File: config.mk
export PLATFORM = sky130hd
export DESIGN_NAME = pmc_device_flat
export DESIGN_NICKNAME = d
export VERILOG_FILES = /design/src/pmc_pkg.sv /design/src/pmc_link_if.sv /design/src/pmc_device.sv /design/src/flat_wrapper.sv
export SDC_FILE = /design/constraint.sdc
export NUM_CORES = 1
export LEC_CHECK = 0
export ABC_AREA = 0
export BUFFER_PORTS_ARGS = -buffer_cell sky130_fd_sc_hd__buf_2
export CELL_PAD_IN_SITES_DETAIL_PLACEMENT = 0
export CELL_PAD_IN_SITES_GLOBAL_PLACEMENT = 1
export CORE_ASPECT_RATIO = 1.1
export CORE_MARGIN = 4
export CORE_UTILIZATION = 53
export DETAILED_ROUTE_END_ITERATION = 10
export PLACE_DENSITY_LB_ADDON = 0.1
export SYNTH_ARGS = -nofsm -noshare
export SYNTH_HDL_FRONTEND = slang
export SYNTH_SLANG_ARGS = --single-unit
File: constraint.sdc
create_clock -name clk -period 47.2 [get_ports clk]
set_input_delay 0 -clock clk [delete_from_list [all_inputs] [get_ports clk]]
set_output_delay 0 -clock clk [all_outputs]
set_load 0.02 [all_outputs]
File: src/pmc_pkg.sv
package pmc_pkg;
    // link timing: 1 Mbps, 11-bit identifiers
    localparam int CLK_NS = 50;
    localparam int BIT_NS = 1000;
    localparam int CYC_PER_BIT = (BIT_NS + CLK_NS - 1) / CLK_NS;
    localparam int TICK_W = 5;
    localparam logic [TICK_W-1:0] TICK_LAST = TICK_W'(CYC_PER_BIT - 1);
    localparam int ID_W = 11;
    localparam int DATA_W = 64;
    localparam int FIFO_DEPTH = 8;
    localparam int TMR_W = 24;
    localparam logic [ID_W-1:0] CFG_ID_DFLT = 11'h130;
    // configuration frame layout, byte 0 in data[7:0]
    localparam int SER_LSB = 0;
    localparam int SER_W = 32;
    localparam int DIAG_EN_BIT = 32;
    localparam int RTR_EN_BIT = 33;
    localparam int RATE_LSB = 34;
    localparam int RATE_W = 3;
    localparam int BASE_LO_LSB = 40;
    localparam int BASE_HI_LSB = 48;
    // sampled-data frame layout
    localparam int MUX_LSB = 0;
    localparam int MUX_W = 2;
    localparam int SERIAL_LSB = 13;
    localparam int COH_BIT = 63;
    localparam logic [MUX_W-1:0] MUX_LAST = 2'h3;
    localparam logic [MUX_W-1:0] MUX_SERIAL = 2'h3;
    localparam logic [ID_W-1:0] DIAG_ID_OFS = 11'h001;
    // remote mode lengthens the period by 20 %
    localparam int STRETCH_NUM = 6;
    localparam int STRETCH_DEN = 5;
    localparam int POLL_US = 1000;
    typedef logic [7:0][TMR_W-1:0] pmc_rate_tbl_t;
    // periods in microseconds, index = rate code
    localparam pmc_rate_tbl_t DATA_US_DFLT = {24'd100000, 24'd50000, 24'd20000, 24'd10000,
                                              24'd5000, 24'd2000, 24'd1000, 24'd1000};
    localparam pmc_rate_tbl_t DIAG_US_DFLT = {24'd1000000, 24'd1000000, 24'd1000000,
                                              24'd1000000, 24'd1000000, 24'd1000000,
                                              24'd1000000, 24'd1000000};
    typedef enum logic [1:0] {TX_IDLE = 2'b00, TX_DATA = 2'b01, TX_DIAG = 2'b11} pmc_tx_t;
    typedef enum logic [1:0] {HS_IDLE = 2'b00, HS_CFG = 2'b01, HS_POLL = 2'b11} pmc_hs_t;
endpackage

File: src/pmc_link_if.sv
`timescale 1ns/1ps
interface pmc_link_if;
    import pmc_pkg::*;
    logic h2d_valid;
    logic h2d_ready;
    logic [ID_W-1:0] h2d_id;
    logic h2d_rtr;
    logic [DATA_W-1:0] h2d_data;
    logic d2h_valid;
    logic d2h_ready;
    logic [ID_W-1:0] d2h_id;
    logic [DATA_W-1:0] d2h_data;
    modport dev (input h2d_valid, output h2d_ready, input h2d_id, input h2d_rtr,
                 input h2d_data, output d2h_valid, input d2h_ready, output d2h_id,
                 output d2h_data);
    modport host (output h2d_valid, input h2d_ready, output h2d_id, output h2d_rtr,
                  output h2d_data, input d2h_valid, output d2h_ready, input d2h_id,
                  input d2h_data);
endinterface

File: src/pmc_device.sv
`timescale 1ns/1ps
module pmc_fifo #(
    parameter int WIDTH = 64,
    parameter int DEPTH = 8
) (
    input wire logic clk,
    input wire logic reset_n,
    input wire logic in_valid,
    output logic in_ready,
    input wire logic [WIDTH-1:0] in_data,
    output logic out_valid,
    input wire logic out_ready,
    output logic [WIDTH-1:0] out_data
);
    localparam int AW = $clog2(DEPTH);
    logic [WIDTH-1:0] mem [DEPTH];
    logic [AW-1:0] wp_r;
    logic [AW-1:0] rp_r;
    logic [AW:0] cnt_r;
    wire push = in_valid && in_ready;
    wire pop = out_valid && out_ready;
    assign in_ready = (cnt_r != (AW+1)'(DEPTH));
    assign out_valid = (cnt_r != '0);
    assign out_data = mem[rp_r];
    always_ff @(posedge clk)
    begin
        if (push)
            mem[wp_r] <= in_data;
    end
    always_ff @(posedge clk or negedge reset_n)
    begin
        if (!reset_n)
        begin
            wp_r <= '0;
            rp_r <= '0;
            cnt_r <= '0;
        end
        else
        begin
            if (push)
                wp_r <= (wp_r == AW'(DEPTH - 1)) ? '0 : wp_r + 1'b1;
            if (pop)
                rp_r <= (rp_r == AW'(DEPTH - 1)) ? '0 : rp_r + 1'b1;
            cnt_r <= cnt_r + (AW+1)'(push) - (AW+1)'(pop);
        end
    end
endmodule

module pmc_device
    import pmc_pkg::*;
#(
    parameter pmc_rate_tbl_t DATA_US = DATA_US_DFLT,
    parameter pmc_rate_tbl_t DIAG_US = DIAG_US_DFLT
) (
    input wire logic clk,
    input wire logic reset_n,
    pmc_link_if.dev link,
    input wire logic [ID_W-1:0] default_config_identifier,
    input wire logic [SER_W-1:0] own_serial,
    input wire logic samp_valid,
    output logic samp_ready,
    input wire logic [DATA_W-1:0] samp_data,
    input wire logic [DATA_W-1:0] diag_data,
    output logic sample_start,
    output logic configured,
    output logic [ID_W-1:0] global_data_identifier
);
    logic strap_taken_r;
    logic [ID_W-1:0] cfg_id_r;
    logic configured_r;
    logic diag_en_r;
    logic rtr_mode_r;
    logic [RATE_W-1:0] rate_r;
    logic [ID_W-1:0] base_r;
    logic [TICK_W-1:0] tick_r;
    logic [TMR_W-1:0] dt_r;
    logic [TMR_W-1:0] gt_r;
    logic send_pend_r;
    logic diag_pend_r;
    logic [MUX_W-1:0] mux_r;
    logic coh_r;
    pmc_tx_t st_r;
    pmc_tx_t st_nxt;
    logic [ID_W-1:0] tx_id_r;
    logic [DATA_W-1:0] tx_data_r;
    logic sample_start_r;
    logic f_valid;
    logic f_ready;
    logic [DATA_W-1:0] f_data;

    pmc_fifo #(.WIDTH(DATA_W), .DEPTH(FIFO_DEPTH)) u_fifo (
        .clk(clk),
        .reset_n(reset_n),
        .in_valid(samp_valid),
        .in_ready(samp_ready),
        .in_data(samp_data),
        .out_valid(f_valid),
        .out_ready(f_ready),
        .out_data(f_data)
    );

    // microsecond tick, one bit time at 1 Mbps
    wire tick = (tick_r == TICK_LAST);

    // receive decode; frames are always taken
    assign link.h2d_ready = 1'b1;
    wire rx_fire = link.h2d_valid;
    wire [SER_W-1:0] rx_ser = link.h2d_data[SER_LSB +: SER_W];
    wire [ID_W-1:0] rx_base = {link.h2d_data[BASE_HI_LSB +: 3],
                               link.h2d_data[BASE_LO_LSB +: 8]};
    wire ser_ok = (rx_ser == own_serial)
                  || (rx_ser == '0 && !configured_r);
    wire cfg_hit = rx_fire && !link.h2d_rtr && strap_taken_r
                   && (link.h2d_id == cfg_id_r);
    wire accept = cfg_hit && ser_ok;
    wire rtr_hit = rx_fire && link.h2d_rtr && configured_r && rtr_mode_r
                   && (link.h2d_id == base_r);

    // periods from the rate table
    wire [TMR_W-1:0] base_us = DATA_US[rate_r];
    wire [TMR_W+2:0] stretched = ((TMR_W+3)'(base_us) * (TMR_W+3)'(STRETCH_NUM))
                                 / (TMR_W+3)'(STRETCH_DEN);
    wire [TMR_W-1:0] data_us = rtr_mode_r ? stretched[TMR_W-1:0] : base_us;
    wire [TMR_W-1:0] diag_us = DIAG_US[rate_r];
    wire data_due = configured_r && tick && (dt_r >= data_us - 1'b1);
    wire diag_due = configured_r && diag_en_r && tick
                    && (gt_r >= diag_us - 1'b1);

    // transmit sequencing
    wire tx_fire = link.d2h_valid && link.d2h_ready;
    wire set_go = (st_r == TX_IDLE) && f_valid && (send_pend_r || mux_r != '0);
    wire diag_go = (st_r == TX_IDLE) && !set_go && diag_pend_r;
    wire set_done = tx_fire && (st_r == TX_DATA) && (mux_r == MUX_LAST);
    assign f_ready = set_go;
    wire [DATA_W-1:0] frame_a = {coh_r, f_data[COH_BIT-1:MUX_W], mux_r};
    wire [DATA_W-1:0] frame_b = {frame_a[DATA_W-1:SERIAL_LSB+SER_W], own_serial,
                                 frame_a[SERIAL_LSB-1:0]};
    wire [DATA_W-1:0] frame = (mux_r == MUX_SERIAL) ? frame_b : frame_a;

    always_comb
    begin
        st_nxt = st_r;
        case (st_r)
            TX_IDLE:
            begin
                if (set_go)
                    st_nxt = TX_DATA;
                else if (diag_go)
                    st_nxt = TX_DIAG;
            end
            TX_DATA,
            TX_DIAG:
            begin
                if (tx_fire)
                    st_nxt = TX_IDLE;
            end
            default:
                st_nxt = TX_IDLE;
        endcase
    end

    assign link.d2h_valid = (st_r != TX_IDLE);
    assign link.d2h_id = tx_id_r;
    assign link.d2h_data = tx_data_r;
    assign sample_start = sample_start_r;
    assign configured = configured_r;
    assign global_data_identifier = base_r;

    // default identifier is caught once, just after reset release
    always_ff @(posedge clk or negedge reset_n)
    begin
        if (!reset_n)
        begin
            strap_taken_r <= 1'b0;
            cfg_id_r <= CFG_ID_DFLT;
        end
        else if (!strap_taken_r)
        begin
            strap_taken_r <= 1'b1;
            cfg_id_r <= default_config_identifier;
        end
    end

    always_ff @(posedge clk or negedge reset_n)
    begin
        if (!reset_n)
        begin
            configured_r <= 1'b0;
            diag_en_r <= 1'b0;
            rtr_mode_r <= 1'b0;
            rate_r <= '0;
            base_r <= '0;
        end
        else if (accept)
        begin
            configured_r <= 1'b1;
            diag_en_r <= link.h2d_data[DIAG_EN_BIT];
            rtr_mode_r <= link.h2d_data[RTR_EN_BIT];
            rate_r <= link.h2d_data[RATE_LSB +: RATE_W];
            base_r <= rx_base;
        end
    end

    always_ff @(posedge clk or negedge reset_n)
    begin
        if (!reset_n)
        begin
            tick_r <= '0;
            dt_r <= '0;
            gt_r <= '0;
        end
        else
        begin
            tick_r <= tick ? '0 : tick_r + 1'b1;
            // remote request restarts the fallback interval
            if (accept || rtr_hit || data_due)
                dt_r <= '0;
            else if (tick)
                dt_r <= dt_r + 1'b1;
            if (accept || diag_due)
                gt_r <= '0;
            else if (tick)
                gt_r <= gt_r + 1'b1;
        end
    end

    always_ff @(posedge clk or negedge reset_n)
    begin
        if (!reset_n)
        begin
            send_pend_r <= 1'b0;
            diag_pend_r <= 1'b0;
            sample_start_r <= 1'b0;
        end
        else
        begin
            // a new trigger wins over the clear of a start
            send_pend_r <= data_due || rtr_hit
                           || (send_pend_r && !(set_go && mux_r == '0));
            diag_pend_r <= diag_due || (diag_pend_r && !diag_go);
            sample_start_r <= accept || data_due
                              || (rtr_mode_r && set_done);
        end
    end

    always_ff @(posedge clk or negedge reset_n)
    begin
        if (!reset_n)
        begin
            st_r <= TX_IDLE;
            mux_r <= '0;
            coh_r <= 1'b0;
            tx_id_r <= '0;
            tx_data_r <= '0;
        end
        else
        begin
            st_r <= st_nxt;
            if (set_go)
            begin
                tx_id_r <= base_r;
                tx_data_r <= frame;
            end
            else if (diag_go)
            begin
                tx_id_r <= base_r + DIAG_ID_OFS;
                tx_data_r <= diag_data;
            end
            if (tx_fire && st_r == TX_DATA)
                mux_r <= mux_r + 1'b1;
            if (set_done)
                coh_r <= ~coh_r;
        end
    end
endmodule

File: src/flat_wrapper.sv
// flat-port wrapper written by rule: the top's interface ports become plain ports
module pmc_device_flat import pmc_pkg::*;
#(
    parameter pmc_rate_tbl_t DATA_US = DATA_US_DFLT,
    parameter pmc_rate_tbl_t DIAG_US = DIAG_US_DFLT
)
  (clk, reset_n, default_config_identifier, own_serial, samp_valid, samp_ready, samp_data, diag_data, sample_start, configured, global_data_identifier, link_h2d_valid, link_h2d_ready, link_h2d_id, link_h2d_rtr, link_h2d_data, link_d2h_valid, link_d2h_ready, link_d2h_id, link_d2h_data);
  pmc_link_if link_i ();
  input wire logic clk;
  input wire logic reset_n;
  input wire logic [ID_W-1:0] default_config_identifier;
  input wire logic [SER_W-1:0] own_serial;
  input wire logic samp_valid;
  output logic samp_ready;
  input wire logic [DATA_W-1:0] samp_data;
  input wire logic [DATA_W-1:0] diag_data;
  output logic sample_start;
  output logic configured;
  output logic [ID_W-1:0] global_data_identifier;
  input wire logic [$bits(link_i.h2d_valid)-1:0] link_h2d_valid;
  output wire logic [$bits(link_i.h2d_ready)-1:0] link_h2d_ready;
  input wire logic [$bits(link_i.h2d_id)-1:0] link_h2d_id;
  input wire logic [$bits(link_i.h2d_rtr)-1:0] link_h2d_rtr;
  input wire logic [$bits(link_i.h2d_data)-1:0] link_h2d_data;
  output wire logic [$bits(link_i.d2h_valid)-1:0] link_d2h_valid;
  input wire logic [$bits(link_i.d2h_ready)-1:0] link_d2h_ready;
  output wire logic [$bits(link_i.d2h_id)-1:0] link_d2h_id;
  output wire logic [$bits(link_i.d2h_data)-1:0] link_d2h_data;
  assign link_i.h2d_valid = link_h2d_valid;
  assign link_h2d_ready = link_i.h2d_ready;
  assign link_i.h2d_id = link_h2d_id;
  assign link_i.h2d_rtr = link_h2d_rtr;
  assign link_i.h2d_data = link_h2d_data;
  assign link_d2h_valid = link_i.d2h_valid;
  assign link_i.d2h_ready = link_d2h_ready;
  assign link_d2h_id = link_i.d2h_id;
  assign link_d2h_data = link_i.d2h_data;
  pmc_device #(.DATA_US(DATA_US), .DIAG_US(DIAG_US)) u_core (.clk(clk), .reset_n(reset_n), .link(link_i), .default_config_identifier(default_config_identifier), .own_serial(own_serial), .samp_valid(samp_valid), .samp_ready(samp_ready), .samp_data(samp_data), .diag_data(diag_data), .sample_start(sample_start), .configured(configured), .global_data_identifier(global_data_identifier));
endmodule
# After elaboration in Yosys (flattened, before gate mapping)

Memory sizes are Yosys's and may differ from the RTL's.
Index checks and enable logic that the tools add are counted.

Word-level logic and storage cells: 127
Output and inout port bits: 91
RAM bits: 512
ROM bits: 384
Memories kept: 3
Register bits after elaboration: 175

Eq/ne operators: 12
Magnitude comparators: 3
$mul: 1
Divide/modulo/power cells: 1
Add/subtract/negate cells: 11
Bitwise gates (word level): 1
Mux-type cells: 21
Reduce and logical (&&, ||, !) cells: 53

Memories:

| memory            | words | width | rd ports | clocked after memory_dff | write ports | RTL line          | source |
|---|---|---|---|---|---|---|---|
| u_core.u_fifo.mem | 8     | 64    | 1        | 0                        | 1           | pmc_device.sv:16  | `logic [WIDTH-1:0] mem [DEPTH];` |
| (name not given)  | 8     | 24    | 1        | 0                        | 0           | pmc_device.sv:120 | `wire [TMR_W-1:0] base_us = DATA_US[rate_r];` |
| (name not given)  | 8     | 24    | 1        | 0                        | 0           | pmc_device.sv:124 | `wire [TMR_W-1:0] diag_us = DIAG_US[rate_r];` |

Operators with widths:

| operator                                                              | count |
|---|---|
| 24-bit 2-to-1 mux                                                     | 7 |
| 64-bit 2-to-1 mux                                                     | 2 |
| 24-bit by 1-bit adder with 24-bit output (second input constant)      | 2 |
| 24-bit greater-or-equal comparator                                    | 2 |
| 24-bit by 1-bit subtractor with 24-bit output (second input constant) | 2 |
| 45-bit 2-to-1 mux                                                     | 1 |
| 32-bit equality test                                                  | 1 |
| 32-bit logical NOT                                                    | 1 |
| 27-bit by 3-bit divider with 27-bit output (second input constant)    | 1 |
| 1-bit logical AND                                                     | 27 |
| 24-bit by 2-bit multiplier with 26-bit output (second input constant) | 1 |
| 11-bit equality test                                                  | 2 |
| 11-bit 2-to-1 mux                                                     | 2 |
| 11-bit by 1-bit adder with 11-bit output (second input constant)      | 1 |
| 1-bit logical OR                                                      | 10 |
| 2-bit nonzero test                                                    | 5 |
| 3-bit by 1-bit adder with 3-bit output (second input constant)        | 2 |
| 3-bit equality test (second input constant)                           | 2 |
| 2-bit 2-to-1 mux                                                      | 3 |
| 3-bit 2-to-1 mux                                                      | 2 |
| 5-bit by 1-bit adder with 5-bit output (second input constant)        | 1 |
| 5-bit equality test (second input constant)                           | 1 |
| 1-bit logical NOT                                                     | 5 |
| 5-bit 2-to-1 mux                                                      | 1 |
| other kinds (16)                                                      | 19 |

# Depth between registers and ports, before layout

Gate-level depths: netlist of the first run.

Depth after elaboration: 10
Depth in mapped cells: 94

# By module

Synthesis of the first run repeated with hierarchy kept, for this count alone.

Cells, all modules: 2782
Area total of the unflattened synthesis: 35759.3 sq um

Modules (own cells, without submodules):

| module     | cells an instance | sequential area each (sq um) | area an instance (sq um) | times used |
|---|---|---|---|---|
| pmc_fifo   | 797               | 15625.0                      | 19821.5                  | 1 |
| pmc_device | 1985              | 4132.7                       | 15937.8                  | 1 |

# Worst setup path before layout of the first run

Ideal clock, no wire load.

Kind: register -> register
From: reg u_core.rate_r[0]
To: reg u_core.dt_r[0]
Clock period less this slack: 17178 ps
Required time: 47128 ps
Arrival: 17106 ps
Stages on the path, launching flop included: 93
Setup time: 72 ps
Slack: 30022 ps
Cells stage by stage: dfrtp_1 > buf_4 > inv_1 > ha_1 > clkbuf_1 > clkbuf_1 > clkbuf_1 > clkbuf_1 > or2_2 > clkbuf_1 > inv_1 > ha_1 > inv_1 > fa_1 > nor2b_1 > o211ai_1 > a21oi_4 > xor2_2 > (+57 left out) > o21ai_0 > nand2b_1 > a21oi_1 > o31ai_1 > a21oi_1 > nor2b_1 > o21ai_0 > nand2b_1 > a21oi_1 > nor2b_1 > o21ai_0 > nand2b_1 > a21oi_1 > nor2b_1 > o211ai_1 > nand3_1 > clkbuf_1 > nor2_1

Word-level cells in the longest chain between the ends: 10

RTL lines:

| item                                                           | RTL line          | source |
|---|---|---|
| from (decl)                                                    | pmc_device.sv:73  | `logic [RATE_W-1:0] rate_r;` |
| from (signal assigned)                                         | pmc_device.sv:199 | `rate_r <= link.h2d_data[RATE_LSB +: RATE_W];` |
| memory read 8 x 24 bit (*)                                     | --                |  |
| 24-bit 2-to-1 mux (not written as such) (*)                    | pmc_device.sv:120 |  |
| 24-bit by 2-bit multiplier with 26-bit output                  | pmc_device.sv:121 | `wire [TMR_W+2:0] stretched = ((TMR_W+3)'(base_us) * (TMR_W+3)'(STRETCH_NUM))` |
| 27-bit by 3-bit divider with 27-bit output                     | pmc_device.sv:122 | `/ (TMR_W+3)'(STRETCH_DEN);` |
| 24-bit 2-to-1 mux (*)                                          | pmc_device.sv:123 | `wire [TMR_W-1:0] data_us = rtr_mode_r ? stretched[TMR_W-1:0] : base_us;` |
| 24-bit by 1-bit subtractor with 24-bit output (*)              | pmc_device.sv:125 | `wire data_due = configured_r && tick && (dt_r >= data_us - 1'b1);` |
| 24-bit greater-or-equal comparator (*)                         | pmc_device.sv:125 |  |
| 1-bit logical AND (*)                                          | pmc_device.sv:125 |  |
| 1-bit logical OR (*)                                           | pmc_device.sv:216 | `if (accept \|\| rtr_hit \|\| data_due)` |
| 24-bit 2-to-1 mux / 2-bit nonzero test (equally long branches) | --                |  |
| to (signal assigned)                                           | pmc_device.sv:219 | `dt_r <= dt_r + 1'b1;` |
| to (decl)                                                      | pmc_device.sv:76  | `logic [TMR_W-1:0] dt_r;` |

Every way passes the cells marked *; elsewhere a longest branch is shown, timed or not. The select of a mux whose other input is x is not followed.
A chain may end at the register's enable or synchronous reset.

# Final worst setup path of the first run

From: reg u_core.rate_r[0]
To: reg u_core.dt_r[9]

The elaborated chain is that of the path after synthesis.

==> out/qor.csv, run 1 <==
metric;value;unit
EDFF count, synth;488;
clock sinks;663;
Cells on Worst Hold Path;6;
final hold vios;0;
Slew Viols, Final;0;
die area;0.0687;mm²
Async S/R FF share, synth;26.4;%
vias in the first global route;24800;
setup total negative slack;0;ns
Synth area leaders;edfxtp_1 (43%), dfrtp_1 (13%), mux4_2 (8.0%);
DRC violations left;0;
Max VDD drop;0.0387;mV
post-DP HPWL;59.8;mm
Finished Layout Cells;4095;
clock root buffer master;clkbuf_16;
chip width;250;µm
PD cells;46.7;mW/mm²
worst slack, placed;27.23;ns
syn_area_per_cell;12.6;µm²
post-route cell area;0.0408;mm²
synthesized area;0.0342;mm²
routed wire length;91.6;mm
Worst Tran Pin Value;1.09;ns
fin crit share;42.5;%
Post-CTS Repair Setup Buffers;0;
Worst setup SP type;flop;
Setup Skew;0.0293;ns
Hold/Removal Path Class;in2reg;
Synth Flop Type;edfxtp_1;
largest net degree at the start of global routing;114;
WHS Endpoint;u_core.sample_start;
largest area contributor in the netlist;edfxtp_1;
Final Setup Violations;0;
status;completed;
remaining global-route overflow;0;
register area;0.0190;mm²
Core Footprint;0.0638;mm²
WP data arrival;20.59;ns
initial antenna violation count;15;
maximum clock insertion buffer count;3;
Setup CP Type;reg2reg;
Min Clock Period, post-route;20.08;ns
starting density of the core;53.6;%
worst reg2reg setup slack;27.12;ns
synth warn;0;
Worst R2R Path Depth;81;
Crit Path Max Fanout;24;
CTS tree;yes;
Lkg Pwr;15.5;nW
Max Cap Viol;0;
unrepaired setup endpoints after global routing;false;
Avg Vias per Cell;6.06;
clk slew on worst S/H paths;0.06;ns
reg2reg end;u_core.dt_r[9];
HP Start;link_h2d_id[3];
Max stage delay on crit path;0.74;ns
Rel. slew slack;26.1;%
GRT Overall Usage;26.2;%
H-tree Lvls;3;
P&R area growth vs syn;19.4;%
DR pass1 iterations;5;
Final nets;3510;
via count;24800;
highest-delay cell along the critical path;nand3_1;
Site Rows;97;
max frequency;0.0498;GHz
FF-to-FF Start;u_core.rate_r[0];
footprint of the multi-input gates;0.0145;mm²
most used cell, CP;ha_1;
Detail Route Antenna Nets;0;
Cell Area, Placed;0.0366;mm²
Util after Layout;64.0;%
wire per inst;22.4;µm
Placer Congestion;0.923;
post-synthesis register bit count;663;
Clk Latency, worst-skew pair;0.60;ns
Req. time, crit path;47.71;ns
post-CTS resize count;0;
fraction of layout cells with a size suffix above 1;22.4;%
TritonCTS Buffers;68;
Die Y;274;µm
Final Worst Setup Slack;27.12;ns
Yosys top cell area share;42.9;%
synthesized instance count;2705;
Placed Instances;3769;
post-synthesis cell type count;134;
fillers;4909;
Starting DRT DRC Count;1838;
sequential area share after synthesis;55.7;%
first-pass GRT wire length;143;mm
crit end category;flop;
IO buf count;322;
IO Count;343;
==> worst max path at each step <==
stage / startpoint / to / slack (ns) / depth (start not counted)
global route: u_core.rate_r[0] / u_core.dt_r[15] / 25.31 / 83
global placement: u_core.rate_r[0] / u_core.dt_r[10] / 27.28 / 81
finish: u_core.rate_r[0] / u_core.dt_r[9] / 27.12 / 81
floorplan: u_core.rate_r[0] / u_core.dt_r[0] / 30.02 / 92
CTS: u_core.rate_r[0] / u_core.dt_r[7] / 27.15 / 81
detailed placement: u_core.rate_r[0] / u_core.dt_r[9] / 27.23 / 81
==> Yosys cell counts, types with 18 or more instances <==
master,n
a211oi_1,74
a21oi_1,76
a31oi_1,89
buf_1,22
clkbuf_1,88
dfrtp_1,172
edfxtp_1,488
ha_1,67
inv_1,52
mux2_2,34
mux2i_1,48
mux4_2,122
nand2_1,275
nand2b_1,24
nand3_1,73
nand4_1,32
nor2_1,209
nor2b_1,50
nor3_1,53
nor4_1,24
o211ai_1,18
o21ai_0,83
or3_1,19
xnor2_1,115
xor2_1,58
==> final cells by class <==
cell class                 count  area share (%)
clock inverter                29           0.946
timing repair buffer         540            9.14
tap                          841            2.58
inverter                      56           0.539
clock buffer                  96            4.70
multi-input combinational   1860            35.4
antenna                       10          0.0613
sequential                   663            46.6
==> sequential cells by signal, summed over array words and instances, names as in the netlist, 2 cells and up <==
signal,flops
u_core.global_data_identifier,11
u_core.dt_r,24
u_core.u_fifo.cnt_r,4
u_core.gt_r,24
u_core.link.d2h_id,11
u_core.u_fifo.mem,488
u_core.mux_r,2
u_core.tick_r,5
u_core.cfg_id_r,11
u_core.u_fifo.wp_r,3
u_core.link.d2h_data,64
u_core.rate_r,3
u_core.u_fifo.rp_r,3
u_core.st_r,2
==> critical path, delay by kind of cell, from the launching register on <==
family / cells / cell delay [ns]
AO/OA/AOI/OAI: 27 / 6.63
AND/OR/NAND/NOR: 32 / 6.80
buffers and inverters: 6 / 1.09
adder cells (fa/ha/maj): 9 / 2.70
XOR/XNOR: 4 / 1.07
flip-flops: 1 / 0.69
multiplexers: 3 / 0.95
==> cell families after synthesis <==
kind of cell    after synthesis  synth area share, %
compound gates              533                 11.5
mux                         208                 10.8
buf+inv                     189                 2.37
simple gates                863                 12.4
fa+ha+maj                    71                 2.63
flops                       663                 55.7
xor+xnor                    177                 4.64
other cells                   1               0.0110
==> routing by layer <==
layer / up-vias / share of wire (%) / wire [µm] / GRT usage, %
met5: - / 0.073 / 67 / 0
met4: 10 / 2.0 / 1800 / 6.44
met3: 135 / 5.9 / 5430 / 3.86
met2: 780 / 51 / 46600 / 45.7
met1: 12600 / 41 / 37700 / 34.9
li1: 11300 / - / - / -
==> per-stage QoR <==
step	hold slack, ns	total power, mW
after CTS	0.0719	1.93
after global routing	0.0877	2.00
after detailed placement	0.215	1.32
after floorplan	-0.296	1.15
final	0.100	1.91
after global placement	0.206	1.31
==> timing repair <==
action,4_1_cts,5_1_grt
setup endpoints to repair,0,0
hold buffers,191,0
endpoints found under the hold margin,695,0
==> cells in the final DEF (no fill, tap or decap), drive strengths merged, types with 33 or more instances in the layout <==
cell	instances
nor2	212
mux4	122
buf	348
xnor2	116
nand3	74
o21ai	96
nand2	278
dfrtp	172
dlygate4sd3	191
clkbuf	97
a211oi	79
nor3	60
a31oi	92
inv	57
mux2	35
mux2i	51
a21oi	82
nand4	33
edfxtp	488
ha	67
nor2b	51
xor2	60
==> report_power, final <==
part           internal [mW]  switching, mW  total, mW
Sequential             0.732         0.0639      0.796
Combinational          0.254          0.307      0.561
Clock                  0.330          0.221      0.551
(Power assumes the default switching activity.)
==> run 2, diff against run 1 <==
--- a/config.mk
+++ b/config.mk
@@ -5,13 +5,13 @@
 export SDC_FILE = /design/constraint.sdc
 export NUM_CORES = 1
 export LEC_CHECK = 0
-export ABC_AREA = 0
+export ABC_AREA = 1
 export BUFFER_PORTS_ARGS = -buffer_cell sky130_fd_sc_hd__buf_2
 export CELL_PAD_IN_SITES_DETAIL_PLACEMENT = 0
 export CELL_PAD_IN_SITES_GLOBAL_PLACEMENT = 1
 export CORE_ASPECT_RATIO = 1.1
 export CORE_MARGIN = 4
-export CORE_UTILIZATION = 53
+export CORE_UTILIZATION = 42
 export DETAILED_ROUTE_END_ITERATION = 10
 export PLACE_DENSITY_LB_ADDON = 0.1
 export SYNTH_ARGS = -nofsm -noshare
==> constraint.sdc (replaced) <==
create_clock -name clk -period 17.39 [get_ports clk]
set_input_delay 0 -clock clk [delete_from_list [all_inputs] [get_ports clk]]
set_output_delay 0 -clock clk [all_outputs]
set_load 0.02 [all_outputs]
==> run 2 against run 1 <==
Effect of this change:
- area after synthesis shrank 1.0%
- largest power group unchanged
- routed wire length grew 11%
- critical path depth grew 26
- critical path type unchanged
- cell count grew 23%
==> out/qor.csv, run 2 <==
metric;value;unit;change
synthesized instance count;3451;;+28%
clock sinks;663;;unchanged
Post-CTS Repair Setup Buffers;0;;unchanged
fin crit share;90.5;%;+48 points
Slew Viols, Final;0;;unchanged
largest net degree at the start of global routing;148;;+30%
Yosys top cell area share;43.3;%;+0.43 points
highest-delay cell along the critical path;dfrtp_1;;
Placed Instances;4703;;+25%
Finished Layout Cells;5023;;+23%
DRC violations left;0;;unchanged
chip width;279;µm;+11%
starting density of the core;42.6;%;-11 points
via count;27000;;+8.7%
status;completed;;
DR pass1 iterations;8;;+3
Lkg Pwr;16.7;nW;+8.2%
maximum clock insertion buffer count;3;;unchanged
Setup Skew;0.0309;ns;+0.00164 ns
die area;0.0852;mm²;+24%
setup total negative slack;0;ns;unchanged
clk slew on worst S/H paths;0.06;ns;about the same
FF-to-FF Start;u_core.rate_r[0];;
clock root buffer master;clkbuf_16;;
IO Count;343;;unchanged
Max VDD drop;0.104;mV;+170%
post-DP HPWL;65.7;mm;+9.9%
wire per inst;20.2;µm;-9.6%
IO buf count;322;;unchanged
CTS tree;yes;;
Min Clock Period, post-route;15.73;ns;-4.35 ns
crit end category;flop;;
Worst R2R Path Depth;107;;+32%
final hold vios;0;;unchanged
max frequency;0.0636;GHz;+28%
post-synthesis cell type count;71;;-47%
Worst setup SP type;flop;;
TritonCTS Buffers;71;;+4.4%
Most flops, register;u_core.u_fifo.mem;;
Synth area leaders;edfxtp_1 (43%), dfrtp_1 (13%), o21ai_0 (5.6%);;
end point of the critical path;u_core.dt_r[21];;
fraction of layout cells with a size suffix above 1;18.6;%;-3.9 points
Commonest cells post-synth;edfxtp_1 (488), nand2_1 (488), nor2_1 (460);;
Crit. Startpoint;u_core.rate_r[0];;
EDFF count, synth;488;;unchanged
commonest non-fill, non-tap cell in the layout;edfxtp_1;;
most used cell, CP;nand2_2;;
Async S/R FF share, synth;26.4;%;unchanged
unrepaired setup endpoints after global routing;false;;
largest area contributor in the netlist;edfxtp_1;;
Req. time, crit path;17.89;ns;-29.82 ns
Final nets;4235;;+21%
GRT Overall Usage;23.4;%;-2.8 points
Hold/Removal Path Class;in2reg;;
initial antenna violation count;11;;-4
reg2reg end;u_core.dt_r[21];;
routed wire length;102;mm;+11%
Synth Flop Type;edfxtp_1;;
Util after Layout;51.3;%;-13 points
worst slack, placed;1.47;ns;-25.76 ns
Clk Latency, worst-skew pair;0.62;ns;+0.02 ns
Worst Tran Pin Value;1.16;ns;+0.0657 ns
Rel. slew slack;22.7;%;-3.4 points
PD cells;136;mW/mm²;+190%
sequential area share after synthesis;56.2;%;+0.56 points
Setup CP Type;reg2reg;;
Crit Path Max Fanout;23;;-4.2%
Core Footprint;0.0795;mm²;+24%
first-pass GRT wire length;157;mm;+10%
most frequent cells in the layout;edfxtp_1 (488), nand2_1 (487), nor2_1 (450), o21ai_0 (376), buf_2 (321);;
H-tree Lvls;3;;unchanged
remaining global-route overflow;0;;unchanged
worst reg2reg setup slack;1.66;ns;-25.46 ns
Site Rows;108;;+11%
P&R area growth vs syn;20.5;%;
vias in the first global route;27500;;+11%
post-synthesis register bit count;663;;unchanged
Avg Vias per Cell;5.37;;-11%
max FFs per register;488;;unchanged
syn_area_per_cell;9.81;µm²;-22%
Die Y;306;µm;+11%
Placer Congestion;0.856;;-7.3%
Detail Route Antenna Nets;0;;unchanged
WP data arrival;16.23;ns;-4.36 ns
Max stage delay on crit path;0.56;ns;-0.18 ns
Starting DRT DRC Count;1894;;+3.0%
Final Worst Setup Slack;1.66;ns;-25.46 ns
Max Cap Viol;0;;unchanged
synth warn;0;;unchanged
synthesized area;0.0339;mm²;-1.0%
Final Setup Violations;0;;unchanged
-- run 2: critical path: cells and delay by family, from the launching register on --
family / cells / cell delay [ns]
buffers and inverters: 10 / 1.04
AOI/OAI and AO/OA: 15 / 2.68
and+or+nand+nor: 73 / 8.90
adders and majority gates: 9 / 2.38
DFF: 1 / 0.56
-- run 2: cell families after synthesis --
group,count (synthesis),synth area share (%)
AOI/OAI and AO/OA,704,12.1
other,1,0.0111
and+or+nand+nor,1489,21.1
buffers and inverters,417,5.02
xor gates and xnor gates,97,2.53
adders and majority gates,69,2.59
DFF,663,56.2
muxes,11,0.366
-- run 2: cell type report --
| cell class | count | area (µm²) |
|---|---|---|
| Sequential cell | 663 | 19000 |
| Inverter | 263 | 1010 |
| Antenna cell | 7 | 17.5 |
| Fill cell | 7201 | 38700 |
| Multi-Input combinational cell | 2378 | 13200 |
| Clock buffer | 95 | 1980 |
| Timing Repair Buffer | 537 | 3710 |
| Tap cell | 1045 | 1310 |
| Clock inverter | 35 | 502 |
-- run 2: metrics by stage --
step | hold WS [ns] | cell area [µm²] | total power [mW]
finish | 0.0306 | 40800 | 5.57
global route | 0.0608 | 40800 | 5.89
CTS | 0.00447 | 40800 | 5.61
detailed placement | -0.00378 | 36400 | 3.92
global placement | -0.0118 | 36400 | 3.86
floorplan | -0.296 | 33900 | 3.24
-- run 2: report_power, final --
part | internal (mW) | total, mW | leakage, nW | switching [mW]
sequential | 1.99 | 2.13 | 6.47 | 0.133
combinational | 0.570 | 1.85 | 9.05 | 1.28
clock | 0.945 | 1.59 | 1.21 | 0.643
total | 3.51 | 5.57 | 16.7 | 2.06
-- run 2: how the worst min path moves through the flow --
stage | start | endpoint | slack [ns] | depth (start not counted)
floorplan | reset_n | u_core.cfg_id_r[0] | -0.30 | 0
global placement | reset_n | u_core.u_fifo.cnt_r[3] | -0.01 | 1
detailed placement | reset_n | u_core.gt_r[15] | -0.004 | 1
CTS | own_serial[3] | u_core.link.d2h_data[16] | 0.004 | 5
global route | link_h2d_valid | u_core.sample_start | 0.06 | 5
finish | own_serial[3] | u_core.link.d2h_data[16] | 0.03 | 5
-- run 2: per-layer routing --
| metal | GRT usage, % | up-vias | routed length, µm |
|---|---|---|---|
| li1 | - | 13000 | - |
| met1 | 30.8 | 13100 | 44000 |
| met2 | 40.6 | 726 | 49600 |
| met3 | 4.15 | 137 | 6270 |
| met4 | 5.14 | 6 | 1790 |
| met5 | 0 | - | 31 |
-- run 2: what timing repair did --
item                                    4_1_cts  5_1_grt
endpoints found under the hold margin       636        0
gates resized for setup                       0        2
endpoints found under the setup margin        0        3
hold buffers                                183        0
